### src/hsfm_pkg.sv
`default_nettype none
package hsfm_pkg;
	// ==========================================
	// Register map (word offsets as byte addresses)
	localparam logic [7:0] ADDR_CTRL = 8'h00;
	localparam logic [7:0] ADDR_CFG = 8'h04;
	localparam logic [7:0] ADDR_STATUS = 8'h08;
	localparam logic [7:0] ADDR_FAULT = 8'h0c;
	// ==========================================
	// Field positions
	localparam int CFG_OCL_LSB = 0;
	localparam int CFG_OCH_BIT = 3;
	localparam int CFG_BLANK_LSB = 4;
	localparam int CFG_OVERVOLTAGE_DISABLE_BIT = 6;
	localparam int CFG_UNDERVOLTAGE_DISABLE_BIT = 7;
	localparam int CFG_OPEN_LOAD_DISABLE_BIT = 8;
	localparam int CFG_SENSE_BIT = 9;
	// ==========================================
	// Reset values and counts
	localparam logic [9:0] CFG_RESET = 10'h000;
	localparam logic [7:0] BLANK_BASE_CYCLES = 8'h40;
	localparam int FRAME_BITS = 8;

	typedef struct packed {
		logic overtemp;
		logic overvoltage;
		logic undervoltage;
		logic uv_deep;
		logic open_load;
		logic oc_low;
		logic oc_high;
		logic gnd_lost;
		logic gate_low;
	} hsfm_sense_t;

	typedef struct packed {
		logic open_load;
		logic undervoltage;
		logic overvoltage;
		logic overtemp;
		logic oc_high;
		logic oc_low;
	} hsfm_flags_t;

	typedef enum logic [1:0] {
		OUT_OFF = 2'b00,
		OUT_ON = 2'b01,
		OUT_LATCHED = 2'b11
	} hsfm_out_state_t;
endpackage
`default_nettype wire

### src/hsfm_fault_manager.sv
// Design decisions made here: register access over Wishbone and the address map.
`timescale 1ns/1ps
`default_nettype none
module hsfm_fault_manager
	import hsfm_pkg::*;
(
	input wire logic i_sys_clk,
	input wire logic i_reset_n,
	// Wishbone classic slave
	input wire logic i_wb_cyc,
	input wire logic i_wb_stb,
	input wire logic i_wb_we,
	input wire logic [7:0] i_wb_adr,
	input wire logic [3:0] i_wb_sel,
	input wire logic [31:0] i_wb_dat,
	output logic [31:0] o_wb_dat,
	output logic o_wb_ack,
	// Pins and analog comparators
	input wire logic i_logic_supply_ok,
	input wire logic i_direct_in,
	input wire logic i_frame_done,
	input wire logic [7:0] i_frame_bits,
	input wire logic [8:0] i_sense_raw,
	output logic o_output_on,
	output logic o_fault_indicator_n,
	output logic [2:0] o_overcurrent_low_threshold,
	output logic o_overcurrent_high_threshold,
	output logic o_sense_ratio_high,
	output logic o_open_load_check
);
	// ==========================================
	// Input synchronisers
	hsfm_sense_t sense_meta;
	hsfm_sense_t sense;
	logic supply_meta;
	logic supply_ok;
	logic direct_meta;
	logic direct_in;
	always_ff @(posedge i_sys_clk) begin
		sense_meta <= i_sense_raw;
		sense <= sense_meta;
		supply_meta <= i_logic_supply_ok;
		supply_ok <= supply_meta;
		direct_meta <= i_direct_in;
		direct_in <= direct_meta;
	end

	// ==========================================
	// Registers
	logic [9:0] cfg;
	logic serial_on;
	logic [9:0] blank_cnt;
	logic ot_hold;
	logic oc_latched;
	logic uv_latched;
	logic cmd_prev;
	hsfm_out_state_t out_state;
	hsfm_flags_t flags;

	// ==========================================
	// Bus decode
	wire bus_req = i_wb_cyc && i_wb_stb && !o_wb_ack;
	wire wr_ctrl = bus_req && i_wb_we && i_wb_sel[0] && (i_wb_adr == ADDR_CTRL);
	wire wr_cfg = bus_req && i_wb_we && (i_wb_adr == ADDR_CFG);
	// Fault register read over the bus is the valid serial-read stand-in
	wire rd_fault = bus_req && !i_wb_we && (i_wb_adr == ADDR_FAULT);
	// Only whole-byte frames count as valid reads
	wire frame_valid = i_frame_done && (i_frame_bits[2:0] == 3'h0)
		&& (i_frame_bits != 8'h00);
	wire clear_flags = frame_valid || rd_fault;

	// Configuration falls back to defaults whenever logic supply is gone
	wire [9:0] cfg_eff = supply_ok ? cfg : CFG_RESET;
	wire overvoltage_disable = cfg_eff[CFG_OVERVOLTAGE_DISABLE_BIT];
	wire undervoltage_disable = cfg_eff[CFG_UNDERVOLTAGE_DISABLE_BIT];
	wire open_load_disable = cfg_eff[CFG_OPEN_LOAD_DISABLE_BIT];
	wire [1:0] blank_sel = cfg_eff[CFG_BLANK_LSB +: 2];
	// Widened first so the longest blank time does not shift out
	wire [9:0] blank_limit = {2'b00, BLANK_BASE_CYCLES} << blank_sel;

	// Output command from pin or serial bit
	wire cmd_on = direct_in || (serial_on && supply_ok);
	wire cmd_rise = cmd_on && !cmd_prev;

	wire ov_active = sense.overvoltage && !overvoltage_disable;
	wire uv_active = sense.undervoltage && !undervoltage_disable;
	wire ot_active = sense.overtemp && (out_state == OUT_ON);
	wire ol_active = sense.open_load && sense.gate_low && !cmd_on && !open_load_disable;
	wire oc_low_hit = sense.oc_low && (out_state == OUT_ON);
	wire oc_low_trip = oc_low_hit && (blank_cnt >= blank_limit);
	wire oc_high_trip = sense.oc_high && (out_state == OUT_ON);

	// Any reason to hold the output off right now
	wire force_off = ov_active || uv_active || sense.overtemp || sense.uv_deep
		|| sense.gnd_lost || oc_latched || uv_latched;

	// ==========================================
	// Control and configuration registers
	always_ff @(posedge i_sys_clk) begin
		if (!i_reset_n || !supply_ok) begin
			cfg <= CFG_RESET;
			serial_on <= 1'b0;
		end else begin
			if (wr_cfg) begin
				cfg <= i_wb_dat[9:0];
			end
			if (wr_ctrl) begin
				serial_on <= i_wb_dat[0];
			end
		end
	end

	// ==========================================
	// Overcurrent blank timer and latches
	always_ff @(posedge i_sys_clk) begin
		if (!i_reset_n) begin
			blank_cnt <= 10'h000;
			cmd_prev <= 1'b0;
			ot_hold <= 1'b0;
			oc_latched <= 1'b0;
			uv_latched <= 1'b0;
		end else begin
			cmd_prev <= cmd_on;
			blank_cnt <= oc_low_hit ? ((blank_cnt == 10'h3ff) ? blank_cnt : blank_cnt + 10'h001)
				: 10'h000;
			// Output is off while hot, so live sensing is blind; hold the fault
			if (ot_active) begin
				ot_hold <= 1'b1;
			end else if (!sense.overtemp) begin
				ot_hold <= 1'b0;
			end
			if (oc_low_trip || oc_high_trip) begin
				oc_latched <= 1'b1;
			end else if (!cmd_on) begin
				oc_latched <= 1'b0;
			end
			// Undervoltage while commanded on latches until re-command
			if (uv_active && cmd_on) begin
				uv_latched <= 1'b1;
			end else if (!cmd_on) begin
				uv_latched <= 1'b0;
			end
		end
	end

	// ==========================================
	// Output state
	hsfm_out_state_t next_out_state;
	always_comb begin
		next_out_state = out_state;
		case (out_state)
			OUT_OFF: begin
				if (cmd_on && !force_off) begin
					next_out_state = OUT_ON;
				end
			end
			OUT_ON: begin
				if (oc_low_trip || oc_high_trip) begin
					next_out_state = OUT_LATCHED;
				end else if (!cmd_on || force_off) begin
					next_out_state = OUT_OFF;
				end
			end
			OUT_LATCHED: begin
				if (!cmd_on) begin
					next_out_state = OUT_OFF;
				end
			end
			default: next_out_state = OUT_OFF;
		endcase
	end

	always_ff @(posedge i_sys_clk) begin
		if (!i_reset_n) begin
			out_state <= OUT_OFF;
		end else begin
			out_state <= next_out_state;
		end
	end

	// ==========================================
	// Sticky fault flags
	wire [5:0] flag_set = {ol_active, uv_active, ov_active, ot_active, oc_high_trip, oc_low_trip};
	genvar g;
	generate
		for (g = 0; g < 6; g++) begin : g_flag
			hsfm_flag u_flag (
				.i_sys_clk(i_sys_clk),
				.i_reset_n(i_reset_n),
				.i_set(flag_set[g]),
				.i_clear(clear_flags),
				.o_flag(flags[g])
			);
		end
	endgenerate

	// ==========================================
	// Pin outputs
	wire fault_live = ov_active || uv_active || ot_active || ol_active
		|| ot_hold || oc_latched || uv_latched;
	always_ff @(posedge i_sys_clk) begin
		if (!i_reset_n) begin
			o_fault_indicator_n <= 1'b1;
			o_output_on <= 1'b0;
			o_overcurrent_low_threshold <= 3'h0;
			o_overcurrent_high_threshold <= 1'b0;
			o_sense_ratio_high <= 1'b0;
			o_open_load_check <= 1'b0;
		end else begin
			o_fault_indicator_n <= !fault_live;
			o_output_on <= (next_out_state == OUT_ON);
			o_overcurrent_low_threshold <= cfg_eff[CFG_OCL_LSB +: 3];
			o_overcurrent_high_threshold <= cfg_eff[CFG_OCH_BIT];
			o_sense_ratio_high <= cfg_eff[CFG_SENSE_BIT];
			o_open_load_check <= !cmd_on && !open_load_disable;
		end
	end

	// ==========================================
	// Bus read and ack
	wire [31:0] status_word = {22'h0, supply_ok, cmd_on, oc_latched, uv_latched,
		!o_fault_indicator_n, o_output_on, 2'h0, out_state};
	// Overvoltage sits in bit one of the fault word; the status word has no overvoltage bit
	wire [31:0] fault_word = {26'h0, flags.open_load, flags.undervoltage, flags.oc_high,
		flags.oc_low, flags.overvoltage, flags.overtemp};
	wire [31:0] rd_mux = (i_wb_adr == ADDR_CTRL) ? {31'h0, serial_on} :
		(i_wb_adr == ADDR_CFG) ? {22'h0, cfg} :
		(i_wb_adr == ADDR_STATUS) ? status_word :
		(i_wb_adr == ADDR_FAULT) ? fault_word : 32'h0;
	always_ff @(posedge i_sys_clk) begin
		if (!i_reset_n) begin
			o_wb_ack <= 1'b0;
			o_wb_dat <= 32'h0;
		end else begin
			o_wb_ack <= bus_req;
			o_wb_dat <= bus_req ? rd_mux : 32'h0;
		end
	end
endmodule // hsfm_fault_manager
`default_nettype wire

### src/hsfm_flag.sv
`timescale 1ns/1ps
`default_nettype none
// ==========================================
// Sticky fault flag, set wins over clear
module hsfm_flag (
	input wire logic i_sys_clk,
	input wire logic i_reset_n,
	input wire logic i_set,
	input wire logic i_clear,
	output logic o_flag
);
	always_ff @(posedge i_sys_clk) begin
		if (!i_reset_n) begin
			o_flag <= 1'b0;
		end else if (i_set) begin
			o_flag <= 1'b1;
		end else if (i_clear) begin
			o_flag <= 1'b0;
		end
	end
endmodule // hsfm_flag
`default_nettype wire

### config.mk
export PLATFORM = sky130hd
export DESIGN_NAME = hsfm_fault_manager
export DESIGN_NICKNAME = d
export VERILOG_FILES = /design/src/hsfm_pkg.sv /design/src/hsfm_fault_manager.sv /design/src/hsfm_flag.sv
export SDC_FILE = /design/constraint.sdc
export NUM_CORES = 1
export LEC_CHECK = 0
export BUFFER_PORTS_ARGS = -buffer_cell sky130_fd_sc_hd__clkbuf_2
export CORE_MARGIN = 1.5
export CORE_UTILIZATION = 40
export CTS_BUF_LIST = sky130_fd_sc_hd__clkbuf_8
export DETAILED_ROUTE_END_ITERATION = 8
export PLACE_DENSITY = 0.68
export SYNTH_ARGS = -nofsm -noshare
export SYNTH_HDL_FRONTEND = slang
export SYNTH_SLANG_ARGS = --single-unit
### constraint.sdc
create_clock -name i_sys_clk -period 2.2 [get_ports i_sys_clk]
set_clock_uncertainty 0.1 [all_clocks]
set_input_delay 0.11 -clock i_sys_clk [delete_from_list [all_inputs] [get_ports i_sys_clk]]
set_output_delay 0.11 -clock i_sys_clk [all_outputs]
set_load 0.005 [all_outputs]
* Word level (Yosys, flattened, before mapping)
Cells that the tools add are included.
** Cells by class
- Add/subtract/negate cells :: 1
- Order comparisons :: 1
- Eq/ne operators :: 10
- Shift-type cells :: 1
- Multiplexer cells :: 22
- Bitwise operators :: 2
- Reductions and logical operators :: 65
** Operator list (count)
- logical AND 1 bit :: 23
- two-way mux 10 bit :: 2
- == test 8 x 4 -> 1 bit, second input constant :: 2
- logical OR 1 bit :: 16
- two-way mux 1 bit :: 13
- nonzero test 2 bit :: 6
- logical NOT 1 bit :: 11
- adder 10 x 1 -> 10 bit, second input constant :: 1
- == test 10 bit, second input constant :: 1
- >= comparator 10 bit :: 1
- left shift 7 x 2 -> 10 bit, first input constant :: 1
- two-way mux 9 bit :: 1
- == test 8 x 3 -> 1 bit, second input constant :: 1
- logical NOT 8 bit :: 1
- two-way mux 2 bit :: 4
- nonzero test 8 bit :: 1
- two-way mux 6 bit :: 1
- inequality test 2 x 1 -> 1 bit, second input constant :: 3
- one-hot mux 2 bit (3 select lines) :: 1
- AND reduction 2 bit :: 3
- OR reduction 5 bit :: 1
- == test 2 x 1 -> 1 bit, second input constant :: 2
- logical NOT 3 bit :: 1
- OR reduction 3 bit :: 1
- other kinds (3) :: 4
** Storage, ports and cells
- Bits in registers :: 95
- Bits of input ports :: 69
- Output and inout port bits :: 41
- Word-level logic and storage cells :: 147

* Longest topological paths before layout
- Word-level depth :: 14
- Depth in mapped cells :: 7
- Gate-level depth less buffers :: 6

* Cells and area by module
From an unflattened synthesis, not the netlist that was laid out.
** Unflattened totals
- Cell total of the unflattened synthesis :: 286
- Area total of the unflattened synthesis :: 2925.3 um2
** By module, submodules not included
- hsfm_fault_manager :: times used 1, cells an instance 268, area each 2677.6 um2, sequential area each 1341.3 um2
- hsfm_flag :: times used 6, cells an instance 3, area each 41.3 um2, sequential area each 20.0 um2

* Worst setup path before layout
No wires, ideal clock.
- Path kind :: reg2reg
- Start :: register supply_ok
- End :: register o_output_on
- Library setup time :: 0.096 ns
- Data arrival time :: 1.825 ns
- Data required time :: 2.004 ns
- Setup slack :: 0.179 ns
- Stages on the path, launching flop included :: 8
- Path buffers :: 1
- Period minus slack after synthesis :: 2.021 ns
- Cells stage by stage :: dfxtp_1 -> clkbuf_1 -> nand3b_1 -> ha_1 -> a21oi_1 -> a211oi_1 -> a311oi_1 -> nor4b_1
** Between the ends
- Longest elaborated chain between the ends :: 14
- Elaborated cells between the ends (all ways) :: 27
- Classes of those cells :: order compare (1); eq/ne (1); shift (1); mux (6); reduce/logical (18)
** Ends and longest elaborated chain
- start: declaration :: RTL line hsfm_fault_manager.sv:36 : logic supply_ok;
- start signal: assignment :: RTL line hsfm_fault_manager.sv:43 : supply_ok <= supply_meta;
- parallel branches: the longest is 12 deep, another holds >= comparator 10 bit
- one-hot mux 2 bit (3 select lines) (*) :: RTL line hsfm_fault_manager.sv:151 : case (out_state)
- == test 2 x 1 -> 1 bit (*) :: RTL line hsfm_fault_manager.sv:211 : o_output_on <= (next_out_state == OUT_ON);
- end signal: assignment :: RTL line hsfm_fault_manager.sv:211
- end: declaration :: RTL line hsfm_fault_manager.sv:24 : output logic o_output_on,
Every way passes the cells marked *.
A chain may end at the register's enable or synchronous reset.

* Worst setup path in the final report
- Start :: register cfg[4]
- End :: register o_output_on
** Between the ends
- Longest elaborated chain between the ends :: 8
** Ends and longest elaborated chain
- start: declaration :: RTL line hsfm_fault_manager.sv:50 : logic [9:0] cfg;
- start signal: assignment :: RTL line hsfm_fault_manager.sv:105 : cfg <= i_wb_dat[9:0];
- two-way mux 9 bit :: RTL line hsfm_fault_manager.sv:73 : wire [9:0] cfg_eff = supply_ok ? cfg : CFG_RESET;
- left shift 7 x 2 -> 10 bit :: RTL line hsfm_fault_manager.sv:79 : wire [9:0] blank_limit = {2'b00, BLANK_BASE_CYCLES} << blank_sel;
- >= comparator 10 bit :: RTL line hsfm_fault_manager.sv:90 : wire oc_low_trip = oc_low_hit && (blank_cnt >= blank_limit);
- logical AND 1 bit :: RTL line hsfm_fault_manager.sv:90
- logical OR 1 bit :: RTL line hsfm_fault_manager.sv:158 : if (oc_low_trip || oc_high_trip) begin
- two-way mux 2 bit :: RTL line hsfm_fault_manager.sv:158
- one-hot mux 2 bit (3 select lines) :: RTL line hsfm_fault_manager.sv:151
- == test 2 x 1 -> 1 bit :: RTL line hsfm_fault_manager.sv:211
No other way between the ends.

==> impl_metrics.py <==
metrics = {
    "logic_synthesis": {
        "synth_ff_type": "dfxtp_1",
        "synth_commonest_cells": "dfxtp_1 (73), nor2_1 (28), buf_4 (23), mux2i_1 (15), nand2_1 (12)",
        "yosys.area.top_type_share_pct": 52.1,
        "yosys_warnings": 0,
        "ys_async_sr_fraction_pct": 0,
        "seq_area_frac_synth_pct": 52.1,
        "yosysTopAreaCell": "dfxtp_1",
        "synth_edf_count": 0,
        "ys_types": 52,
        "yosysMostFrequentCell": "dfxtp_1",
        "synth-seq-cells": 73,
        "post_synth.cell_area_avg_um2": 10.4,
        "syn_area_mm2": 0.00280,
        "postSynthCellCount": 270,
        "synth_area_leaders": "dfxtp_1 (52%), buf_4 (6.2%), mux2i_1 (5.4%), nor2_1 (3.7%), ha_1 (2.7%)",
    },
    "global_routing": {
        "antenna_found_initial": 0,
        "grt_pass1_wl_um": 8380,
        "grt_max_degree": 19,
        "grt_usage_pct": 14.6,
        "grt_pass1_vias": 1855,
        "grt_overflow": 0,
    },
    "setup_path": {
        "critPathTopFamily": "compound AO/OA/AOI/OAI gates",
        "path_buf_inv": 0,
        "cp_cell_sequence": "o21a_1 -> ha_1 -> o211ai_1 -> a211oi_1 -> a311oi_2 -> nor4b_1",
        "critPathKind": "flop to flop",
        "r2r-start": "cfg[4]",
        "slowest_stage": "dfxtp_1",
        "cp-end-kind": "flop",
        "startpoint_type": "flop",
        "crit_start": "cfg[4]",
        "crit_fanout": 6,
        "arrival_ps": 2110,
        "critPathRequiredTime_ps": 2350,
        "cpPeakStageDelay_ps": 360,
    },
    "route": {
        "vias_per_cell": 4.69,
        "via_count": 2132,
        "drt_iter0_drc": 98,
        "wl_um": 5300,
        "drc": 0,
        "ant_nets": 0,
        "first_pass_iters": 4,
        "wl_per_cell_um": 11.6,
    },
    "sta": {
        "rsz0062_at_grt": "no",
        "fmaxAchievable_mhz": 509,
        "setup_viol": 0,
        "layout_min_cycle_time_ps": 1960,
        "setup-tns-final_ps": 0,
        "fin_crit_sh_pct": 89.3,
        "slew_violations": 0,
        "hold_viol": 0,
        "slew_headroom_pct": 51.1,
        "tightest_slew_ps": 732,
    },
    "pwr": {
        "cellPowerDensity_mw_per_mm2": 753,
        "p_leak_nw": 1.65,
        "peakVddDrop_uv": 469,
    },
    "cts": {
        "cts_made_buffers": 9,
        "h-tree-depth": 3,
        "insertion_delay_ps": 340,
        "root_buffer": "clkbuf_8",
        "clk_pin_slew_ps": 80,
        "post_cts_buffers": 0,
        "cts_tree": "yes",
        "cts_sinks": 73,
        "clock_path_buffers": 2,
    },
    "run": {
        "drv_cap": 0,
    },
    "min_path": {
        "min_path_type": "input pin to flop",
        "worstHoldStart": "i_wb_adr[0]",
    },
    "layout": {
        "area_growth_pct": 26.6,
        "finalNetCount": 429,
        "fin_util_pct": 52.2,
        "n_antenna_cell": 0,
        "drive_gt1_share_pct": 24.8,
    },
    "die": {
        "rows": 30,
        "die_height_um": 86.7,
        "dieArea_mm2": 0.00752,
        "core_mm2": 0.00679,
        "initial_utilization_pct": 41.3,
        "die_x_um": 86.7,
        "pin_count": 110,
    },
    "placement": {
        "place.gp.congestion": 0.802,
        "port_buffers": 62,
        "dp_hpwl_um": 3790,
    },
    "status": {
        "status": "completed",
    },
}
==> cell families after synthesis <==
kind of cell             synth area share, %
AO/OA/AOI/OAI                           12.0
adder cells (fa/ha/maj)                 2.68
other                                  0.134
XOR/XNOR                                1.56
buffers and inverters                   8.52
multiplexers                            6.16
AND/OR/NAND/NOR                         16.8
flip-flops                              52.1
==> state kept, by name, summed over array words and instances, names as in the netlist, 2 cells and up <==
name,cells
o_overcurrent_low_threshold,3
sense_meta,9
g_flag.u_flag.o_flag,6
sense,9
cfg,10
out_state,2
o_wb_dat,10
blank_cnt,10
==> layout by cell type (no fill, tap or decap), drive strengths merged, types with 6 or more instances in the layout <==
cell type and count:
nand2 12, dlygate4sd3 21, conb 22, and3 9, ha 6, a21oi 7, a22oi 7, nor2 28
clkbuf 72, mux2i 15, dfxtp 73
==> report_power, final <==
part / switching [W] / internal [W]
clock network: 0.000490 / 0.000673
logic: 0.0000665 / 0.0000773
registers: 0.0000139 / 0.00135
total: 0.000570 / 0.00210
==> tightest hold or removal path, stage by stage <==
cell	delay (ps)
clkbuf_2	80
nor2_1	50
nand4_1	90
mux2i_1	80
nor2_1	70
==> layout make-up <==
cell class                      instances  area [um2]
Inverter                                4        15.0
Sequential cell                        73        1460
Tap cell                               96         120
Multi-Input combinational cell        181        1190
Clock buffer                           10         138
Timing Repair Buffer                   85         536
Fill cell                             623        3240
Clock inverter                          6        90.1
==> what timing repair did <==
item / 4_1_cts / 5_1_grt
gates resized for setup: 0 / 2
hold buffers: 21 / 0
endpoints found under the hold margin: 22 / 0
endpoints found under the setup margin: 0 / 2
==> path summary, 6_finish.rpt <==
| kind | end | slack [ps] | cells after the start |
|---|---|---|---|
| max reg2reg | o_output_on | 240 | 6 |
| max | o_output_on | 240 | 6 |
| min | serial_on | 70 | 5 |
| min reg2reg | sense[3] | 230 | 0 |
==> routing by layer <==
metal	part of all wire, %	up-vias	global-route usage (%)
met3	5.1	7	4.10
met2	46	71	22.4
met1	47	971	19.0
met4	1.5	0	6.89
met5	0	-	0
li1	-	1083	-
==> metrics by stage <==
| stage | worst slack [ps] | hold WS, ps | cell area, um2 | cells | total power [W] |
|---|---|---|---|---|---|
| finish | 236 | 70.7 | 3550 | 455 | 0.00267 |
| global route | 11.2 | 103 | 3550 | 455 | 0.00277 |
| CTS | 75.0 | 67.9 | 3540 | 455 | 0.00270 |
| detailed placement | 99.9 | 114 | 3100 | 418 | 0.00151 |
| global placement | 201 | 114 | 3100 | 418 | 0.00151 |
| floorplan | 179 | 37.7 | 2880 | 291 | 0.00148 |
No activity file was read; power rests on OpenSTA's default activity.
